### src/tas_defines.svh
`ifndef TAS_DEFINES_SVH
`define TAS_DEFINES_SVH

// Register indices; the byte address is four times the index.
`define TAS_IDX_W            6
`define TAS_IDX_MULT         6'h1E
`define TAS_IDX_RATE         6'h1F
`define TAS_IDX_BUDGET       6'h2B
`define TAS_IDX_REMAIN       6'h2C
`define TAS_IDX_CTRL         6'h2D
`define TAS_IDX_NONE         6'h00

// Acquisition control field positions.
`define TAS_CTRL_EN          0
`define TAS_CTRL_S1          1
`define TAS_CTRL_CONT        2
`define TAS_CTRL_S2          3
`define TAS_CTRL_ENC_LSB     4
`define TAS_CTRL_ENC_MSB     7

// Reset values.
`define TAS_RST_WORD         32'h0000_0000
`define TAS_ALL_ONES         32'hFFFF_FFFF

// Widths and counts.
`define TAS_CHANNELS         4
`define TAS_DIN_W            16
`define TAS_ADC_W            16

// Base tick of 2 us at a 20 ns clock.
`define TAS_BASE_TICK_NS     2000
`define TAS_CLK_NS           20
`define TAS_TICK_CYCLES      (`TAS_BASE_TICK_NS / `TAS_CLK_NS)
`define TAS_TICK_CNT_W       7

`endif

### src/tas_pkg.sv
`include "tas_defines.svh"

package tas_pkg;

	typedef enum logic [1:0]
	{
		TAS_OFF,
		TAS_ARMED,
		TAS_FIRST,
		TAS_RUN
	} tas_phase_type;

	typedef struct packed
	{
		logic                                            hreadyout;
		logic                                            hresp;
		logic [31:0]                                     hrdata;
		logic                                            wr_valid;
		logic [`TAS_IDX_W-1:0]                           wr_index;
		logic [`TAS_TICK_CNT_W-1:0]                      base_cnt;
		logic [31:0]                                     period_cnt;
		logic [31:0]                                     mult;
		logic [31:0]                                     rate_cnt;
		logic [31:0]                                     budget;
		logic [31:0]                                     remaining;
		logic                                            cont;
		logic [`TAS_CHANNELS-1:0]                        enc_en;
		tas_phase_type                                   phase;
		logic                                            packet_push;
		logic [31:0]                                     packet_timestamp;
		logic [`TAS_CHANNELS-1:0][31:0]                  packet_encoder;
		logic [`TAS_DIN_W-1:0]                           packet_digital;
		logic [`TAS_CHANNELS-1:0][`TAS_ADC_W-1:0]        packet_adc;
	} tas_state_type;

endpackage

### src/tas_top.sv
// Chosen here: the AHB-Lite register port.
`timescale 1ns/10ps
`include "tas_defines.svh"

// Functional notes
// - Period is (multiplier plus one) times 2 us.
// - Rate counter advances per period, reads live.
// - Any write to rate counter clears it.
// - First-stage trigger clears the rate counter.
// - Sample budget sets count; zero means unlimited.
// - Packet: timestamp, encoders, digital port, analog.
// - Every sample packet is pushed to FIFO.
// - First stage loads remaining from budget.
// - After second stage, remaining decrements per period.
// - Remaining at zero stops and clears enable.
// - Zero budget loads all ones, never decrements.
// - Start is OR of four trigger sources.
// - Digital trigger needs first then second stage.
// - Analog and pulse-width thresholds also start.
// - Encoder events start, enabled per channel.
// - Single-stage sources set both stage bits.
// - While running, event triggers ignored until disabled.
// - Second-stage trigger only acts after first stage.
// - Continuous bit is second stage and zero budget.
// - Control bits 4 to 7 enable encoders 0-3.
module tas_top
(
	input  wire logic                                     hclk,
	input  wire logic                                     hresetn,
	input  wire logic                                     hsel,
	input  wire logic [31:0]                              haddr,
	input  wire logic [1:0]                               htrans,
	input  wire logic                                     hwrite,
	input  wire logic [2:0]                               hsize,
	input  wire logic [31:0]                              hwdata,
	input  wire logic                                     hready,
	output logic                                          hreadyout,
	output logic                                          hresp,
	output logic [31:0]                                   hrdata,
	input  wire logic                                     first_stage_trigger,
	input  wire logic                                     second_stage_trigger,
	input  wire logic                                     adc_trigger,
	input  wire logic                                     pwm_trigger,
	input  wire logic [`TAS_CHANNELS-1:0]                 encoder_event,
	input  wire logic [`TAS_CHANNELS-1:0][31:0]           encoder_data,
	input  wire logic [`TAS_DIN_W-1:0]                    digital_in,
	input  wire logic [`TAS_CHANNELS-1:0][`TAS_ADC_W-1:0] adc_data,
	output logic                                          packet_push,
	output logic [31:0]                                   packet_timestamp,
	output logic [`TAS_CHANNELS-1:0][31:0]                packet_encoder,
	output logic [`TAS_DIN_W-1:0]                         packet_digital,
	output logic [`TAS_CHANNELS-1:0][`TAS_ADC_W-1:0]      packet_adc
);

	localparam int                         tick_cycles = `TAS_TICK_CYCLES;
	localparam logic [`TAS_TICK_CNT_W-1:0] tick_last   = `TAS_TICK_CNT_W'(`TAS_TICK_CYCLES - 1);

	tas_pkg::tas_state_type st;
	tas_pkg::tas_state_type next_st;

	logic                  base_tick;
	logic                  period_tick;
	logic                  single_src;
	logic                  accept;
	logic [`TAS_IDX_W-1:0] addr_idx;

	////////////////////////////////////////////////////////////////////////////////

	// Addresses beyond the register page map to an unused index so they read zero.
	function automatic logic [`TAS_IDX_W-1:0] word_index(input logic [31:0] addr);
		word_index = (addr[31:8] == 24'h00_0000) ? addr[7:2] : `TAS_IDX_NONE;
	endfunction

	function automatic logic [31:0] read_word(input tas_pkg::tas_state_type s, input logic [`TAS_IDX_W-1:0] idx);
		logic [31:0] w;
		w = `TAS_RST_WORD;
		unique case (idx)
			`TAS_IDX_MULT:   w = s.mult;
			`TAS_IDX_RATE:   w = s.rate_cnt;
			`TAS_IDX_BUDGET: w = s.budget;
			`TAS_IDX_REMAIN: w = s.remaining;
			`TAS_IDX_CTRL:
			begin
				w[`TAS_CTRL_EN]   = (s.phase != tas_pkg::TAS_OFF);
				w[`TAS_CTRL_S1]   = (s.phase == tas_pkg::TAS_FIRST) || (s.phase == tas_pkg::TAS_RUN);
				w[`TAS_CTRL_S2]   = (s.phase == tas_pkg::TAS_RUN);
				w[`TAS_CTRL_CONT] = (s.phase == tas_pkg::TAS_RUN) && (s.budget == `TAS_RST_WORD);
				w[`TAS_CTRL_ENC_MSB:`TAS_CTRL_ENC_LSB] = s.enc_en;
			end
			default:         w = `TAS_RST_WORD;
		endcase
		read_word = w;
	endfunction

	////////////////////////////////////////////////////////////////////////////////

	always_comb
	begin
		next_st = st;
		next_st.hreadyout   = 1'b1;
		next_st.hresp       = 1'b0;
		next_st.packet_push = 1'b0;

		// Time base: a 2 us tick, then a period of (multiplier + 1) ticks.
		base_tick      = (st.base_cnt == tick_last);
		next_st.base_cnt = base_tick ? '0 : st.base_cnt + `TAS_TICK_CNT_W'(1);
		// Using >= means a lowered multiplier ends the current period at the next base tick.
		period_tick = base_tick && (st.period_cnt >= st.mult);
		if (base_tick)
		begin
			next_st.period_cnt = period_tick ? 32'h0000_0000 : st.period_cnt + 32'h0000_0001;
		end
		if (period_tick)
		begin
			next_st.rate_cnt = st.rate_cnt + 32'h0000_0001;
		end

		// Sampling: one packet per period while the second stage holds.
		if (period_tick && st.phase == tas_pkg::TAS_RUN)
		begin
			next_st.packet_push      = 1'b1;
			next_st.packet_timestamp = st.rate_cnt + 32'h0000_0001;
			next_st.packet_encoder   = encoder_data;
			next_st.packet_digital   = digital_in;
			next_st.packet_adc       = adc_data;
			if (!st.cont)
			begin
				next_st.remaining = st.remaining - 32'h0000_0001;
				if (st.remaining == 32'h0000_0001)
				begin
					next_st.phase = tas_pkg::TAS_OFF;
				end
			end
		end

		// Start logic: the single-stage sources skip straight to running.
		single_src = adc_trigger || pwm_trigger || (|(encoder_event & st.enc_en));
		unique case (st.phase)
			tas_pkg::TAS_OFF:
			begin
				next_st.phase = st.phase;
			end
			tas_pkg::TAS_ARMED:
			begin
				if (single_src || first_stage_trigger)
				begin
					next_st.remaining = (st.budget == `TAS_RST_WORD) ? `TAS_ALL_ONES : st.budget;
					next_st.cont      = (st.budget == `TAS_RST_WORD);
					next_st.rate_cnt  = 32'h0000_0000;
					next_st.phase     = single_src ? tas_pkg::TAS_RUN : tas_pkg::TAS_FIRST;
				end
			end
			tas_pkg::TAS_FIRST:
			begin
				if (single_src)
				begin
					next_st.remaining = (st.budget == `TAS_RST_WORD) ? `TAS_ALL_ONES : st.budget;
					next_st.cont      = (st.budget == `TAS_RST_WORD);
					next_st.rate_cnt  = 32'h0000_0000;
					next_st.phase     = tas_pkg::TAS_RUN;
				end
				else if (second_stage_trigger)
				begin
					next_st.phase = tas_pkg::TAS_RUN;
				end
			end
			tas_pkg::TAS_RUN:
			begin
				next_st.phase = next_st.phase;
			end
		endcase

		// Bus data phase: writes land one cycle after their address phase.
		if (st.wr_valid)
		begin
			unique case (st.wr_index)
				`TAS_IDX_MULT:   next_st.mult = hwdata;
				`TAS_IDX_RATE:   next_st.rate_cnt = 32'h0000_0000;
				`TAS_IDX_BUDGET: next_st.budget = hwdata;
				`TAS_IDX_CTRL:
				begin
					next_st.enc_en = hwdata[`TAS_CTRL_ENC_MSB:`TAS_CTRL_ENC_LSB];
					if (!hwdata[`TAS_CTRL_EN])
					begin
						next_st.phase = tas_pkg::TAS_OFF;
					end
					else if (st.phase == tas_pkg::TAS_OFF || next_st.phase == tas_pkg::TAS_OFF)
					begin
						next_st.phase = tas_pkg::TAS_ARMED;
					end
				end
				default:         next_st.wr_valid = 1'b0;
			endcase
		end

		// Bus address phase: zero wait states, reads sampled here.
		accept           = hsel && htrans[1] && hready;
		addr_idx         = word_index(haddr);
		next_st.wr_valid = accept && hwrite;
		next_st.wr_index = addr_idx;
		if (accept && !hwrite)
		begin
			next_st.hrdata = read_word(st, addr_idx);
		end
	end

	always_ff @(posedge hclk or negedge hresetn)
	begin
		if (!hresetn)
		begin
			st <= '0;
		end
		else
		begin
			st <= next_st;
		end
	end

	assign hreadyout        = st.hreadyout;
	assign hresp            = st.hresp;
	assign hrdata           = st.hrdata;
	assign packet_push      = st.packet_push;
	assign packet_timestamp = st.packet_timestamp;
	assign packet_encoder   = st.packet_encoder;
	assign packet_digital   = st.packet_digital;
	assign packet_adc       = st.packet_adc;

	logic rate_wr;
	logic running;
	logic start_load;
	assign rate_wr = st.wr_valid && (st.wr_index == `TAS_IDX_RATE);
	assign running = (st.phase == tas_pkg::TAS_RUN);
	assign start_load = ((st.phase == tas_pkg::TAS_ARMED) && (single_src || first_stage_trigger)) ||
		((st.phase == tas_pkg::TAS_FIRST) && single_src);
endmodule

### config.mk
export PLATFORM = sky130hd
export DESIGN_NAME = tas_top
export DESIGN_NICKNAME = d
export VERILOG_FILES = /design/src/tas_pkg.sv /design/src/tas_top.sv
export VERILOG_INCLUDE_DIRS = /design/src /design/src/src
export SDC_FILE = /design/constraint.sdc
export NUM_CORES = 1
export LEC_CHECK = 0
export BUFFER_PORTS_ARGS = -buffer_cell sky130_fd_sc_hd__buf_2
export CAP_MARGIN = 20
export CORE_AREA = 10 10 237 239
export DETAILED_ROUTE_END_ITERATION = 7
export DIE_AREA = 0 0 247 249
export PLACE_DENSITY = 0.71
export SLEW_MARGIN = 5
export SYNTH_ARGS = -nofsm -noshare
export SYNTH_HDL_FRONTEND = slang
export SYNTH_SLANG_ARGS = --single-unit
### constraint.sdc
create_clock -name hclk -period 2.8 [get_ports hclk]
set_clock_uncertainty 0.2 [all_clocks]
set_input_delay 0.56 -clock hclk [delete_from_list [all_inputs] [get_ports hclk]]
set_output_delay 0.56 -clock hclk [all_outputs]
set_load 0.005 [all_outputs]
==> results.txt <==
----------------------------------------------------
[Hold path]
  Launch point of the worst hold path ... hwdata[23]
  Worst min-delay path class ... in2reg
  Hold worst-path end ... st[367]
  Cell depth of the worst hold path ... 3

[STA]
  Unrepaired setup endpoints after global routing ... true
  Slew of the pin with the lowest slew margin ... between 0.7 and 0.8 ns
  Top achievable clock speed ... about 320 MHz
  Hold violation count in the final report ... 0
  Minimum clock period after layout ... just over 3 ns
  Setup_tns ... -47.31 ns
  Final Setup Violations ... 300
  Final Hold Slack ... between 0.02 and 0.03 ns
  Final max-slew violation count ... 0
  Share of the cycle needed by the critical path after routing ... 110.1%
  Worst Setup Slack, final ... -0.2816 ns
  Slew headroom ... 51.93%

[Global routing]
  Global router's overall resource usage ... 26.85%
  Wire length of the first global-routing pass ... 127100 um
  Pin count of the biggest net entering global routing ... 80
  GR Overflow Total ... 0
  Vias in the first global route ... a little under 20000
  Number of antenna violations at the first check in global routing ... 12

[Synthesis]
  Synth Area in Compound Gates ... under 10%
  Synth unique cells ... 60
  Leading post-synthesis cells by cell area ... dfrtp_1 (50%), buf_4 (9.0%), mux2_1 (6.7%), mux2_2 (5.7%), o21ai_0 (4.7%)
  Synthesized instance count ... around 2100
  Sequential-to-total area share from yosys stat ... about half
  Cell type with the highest aggregate area in the netlist ... dfrtp_1
  Combined area of all synthesized cells ... approximately 23000 um2
  Share of synthesized cell area in full adder, half adder and majority cells ... 2.244%
  Syn nets ... between 2000 and 2500
  Main combinational cell family by area after synthesis ... multiplexers
  Proportion of synthesized flip-flops having asynchronous set or reset ... 100.0%
  Ys flop type ... dfrtp_1
  Area share of the largest cell type after synthesis ... around half
  Share of cell area taken by muxes after synthesis ... 12.63%
  Mean instance size in the synthesized netlist ... roughly 11 um2
  Yosys Warn Count ... 0
  Flop and latch count out of synthesis ... about 460
  Basic-gate share of the synthesized area counting and, or, nand and nor cells ... under 10%
  XOR/XNOR Fraction of Synth Area ... about 3.9%
  EDFF count, synth ... 0

[Worst setup path]
  Startpoint class of the critical path ... flop
  Endpoint of the worst-slack reg-to-reg timing path ... packet_encoder[44]
  Count of cells along the worst register-to-register path ... 11
  Startpoint of the worst-slack reg-to-reg timing path ... st[390]
  Reg-to-reg setup timing slack ... -0.28 ns
  Worst-path maximum fanout ... 8
  Path type of the worst setup path ... reg2reg
  Data arrival at the endpoint of the critical path ... 3.35 ns
  Setup crit end kind ... flop
  WP data required ... 3.07 ns

[Detailed routing]
  Wire length reported by the detailed router ... ~90000 um
  DRT iter0 DRCs ... about 1700
  Number of nets still failing antenna checks after routing ... 0
  Number of detailed-routing iterations run before antenna repair ... 8
  Met3 WL ... around 7000 um
  Routed vias ... between 15000 and 20000
  DR DRC count ... 0
  Highest Signal Layer ... met5
  Avg WL per Cell ... approximately 26 um
  WL met1 ... between 30000 and 40000 um
  Routed length on met2 ... ~43000 um
  Per-cell via count in the routed design ... roughly 5.6

[Finish]
  Fraction of layout cells with a size suffix above 1 ... roughly two fifths
  Commonest non-fill, non-tap cell in the layout ... buf_2
  Commonest cells after routing, fill and taps aside ... buf_2 (556), dfrtp_1 (454), dlygate4sd3_1 (211)
  Final Net Count ... between 3000 and 4000
  Cell area after layout ... 31200 um2
  Number of filler cells placed in the layout ... slightly below 4000
  Area overhead of the layout relative to synthesis ... 36.44%

[Floorplanning]
  I/O pin count ... approximately 570
  Chip Width ... about 250 um
  Starting density of the core ... around 45%
  Die outline area ... 61500 um2
  Floorplan Core Area ... about 51000 um2
  Die boundary height ... 249 um
  Cell row count ... 83

[Job]
  Max-cap check violation count ... 0

[Placed design]
  Routability cong. ... roughly 0.99
  DPL Wire Length ... 62440 um
  Placed cell areas ... between 20000 and 30000 um2
  Port-buffer cells ... between 500 and 600

[Clock tree]
  Number of H-tree levels ... 2
  Insertion delay to the later sink of the worst-skew pair ... roughly 0.6 ns
  CTS clock-pin slew for the worst setup and hold paths ... around 0.070 ns
  Number of sinks on the clock net ... roughly 460
  CTS Root Cell ... clkbuf_16
  Number of buffers created by CTS ... 49
  TritonCTS clock tree ... built
  Deepest clock path buffer count ... 3

[Outcome]
  Failing checks ... setup timing
  Run status ... complete, but fails checks

[Power]
  Leakage dissipation ... ~15 nW
  Pwr per Cell Area ... around 560 nW/um2
  Peak supply drop ... a little over 500 uV

----------------------------------------------------
-- synth_stat cells (16+ instances only) --
| master | number |
|---|---|
| o2111ai_1 | 21 |
| buf_2 | 22 |
| xnor2_1 | 32 |
| nand3_1 | 29 |
| nor4_1 | 22 |
| ha_1 | 41 |
| o211ai_1 | 34 |
| nor2_1 | 80 |
| nand2_1 | 177 |
| nand4_1 | 19 |
| a222oi_1 | 29 |
| dfrtp_1 | 455 |
| o21ai_0 | 214 |
| a21oi_1 | 25 |
| inv_1 | 47 |
| nor3_1 | 23 |
| clkbuf_1 | 68 |
| and3_1 | 16 |
| buf_4 | 275 |
| mux2_2 | 115 |
| mux2_1 | 137 |
| xor2_1 | 69 |
-- critical path, cell delays in order, from the launching register on --
cell and delay (ns):
dfrtp_1 0.40, ha_1 0.31, and4_4 0.23, o211ai_1 0.08, o32a_1 0.38, a21oi_4 0.25
o211ai_1 0.17, buf_6 0.17, buf_12 0.13, buf_6 0.13, buf_16 0.15, mux2_1 0.35
-- layer usage --
metal,up-vias,global-route usage [%]
met5,-,0
met3,227,5.666
li1,8439,-
met2,951,44.43
met4,2,14.10
met1,9758,32.24
-- registers in the layout, summed over array words and instances (netlist names) --
name,cells
hrdata,32
packet_push,1
packet_adc,64
hreadyout,1
st,181
packet_digital,16
packet_encoder,128
packet_timestamp,32
-- worst max path at each step --
stage,end,cells past startpoint,slack (ns),startpoint
2_1_floorplan,packet_digital[10],11,0.005,st[376]
3_3_place_gp,packet_encoder[93],11,-0.33,st[373]
3_5_place_dp,packet_encoder[93],11,-0.38,st[373]
4_1_cts,packet_encoder[103],12,-0.21,st[357]
5_1_grt,packet_encoder[44],13,-0.36,st[375]
6_report,packet_encoder[44],11,-0.28,st[390]
-- logic make-up after synthesis --
group | count (synthesis)
fa+ha+maj | 41
compound gates | 364
simple gates | 444
xor+xnor | 101
mux | 257
buf+inv | 428
flops | 455
other cells | 2
-- repair_timing --
item,in CTS,in global routing
pin swaps,10,22
gates cloned,13,10
setup buffers,22,11
hold buffers,211,0
endpoints found under the hold margin,262,0
setup endpoints to repair,329,335
gates resized for setup,123,141
-- layout make-up --
type / instances / area [um2] / share of cell area [%]
Clock inverter: 28 / 352.8 / 1.131
Inverter: 47 / 176.4 / 0.5655
Timing Repair Buffer: 995 / 7408 / 23.75
Sequential cell: 455 / 11390 / 36.50
Clock buffer: 62 / 1355 / 4.344
Tap cell: 680 / 850.8 / 2.727
Multi-Input combinational cell: 1209 / 9646 / 30.92
Antenna cell: 8 / 20.02 / 0.06417
-- per-stage QoR --
step / utilization (%) / cells / total power (W) / worst slack (ns)
2_1_floorplan: - / 2092 / 0.009069 / 0.005498
3_3_place_gp: 49.93 / 3126 / 0.01016 / -0.3278
3_5_place_dp: 49.94 / 3127 / 0.01026 / -0.3793
4_1_cts: 59.57 / 3462 / 0.01749 / -0.2081
5_1_grt: 60.92 / 3481 / 0.01828 / -0.3555
6_report: 60.93 / 3484 / 0.01759 / -0.2816
-- report_power, final --
group          leakage (nW)  total [W]  internal [W]  switching, W
registers              5.63    0.00742       0.00702      0.000406
logic                  8.80    0.00323       0.00142       0.00181
clock network         0.845    0.00694       0.00410       0.00284
total                  15.3     0.0176        0.0125       0.00506
No activity file was read; power rests on OpenSTA's default activity.
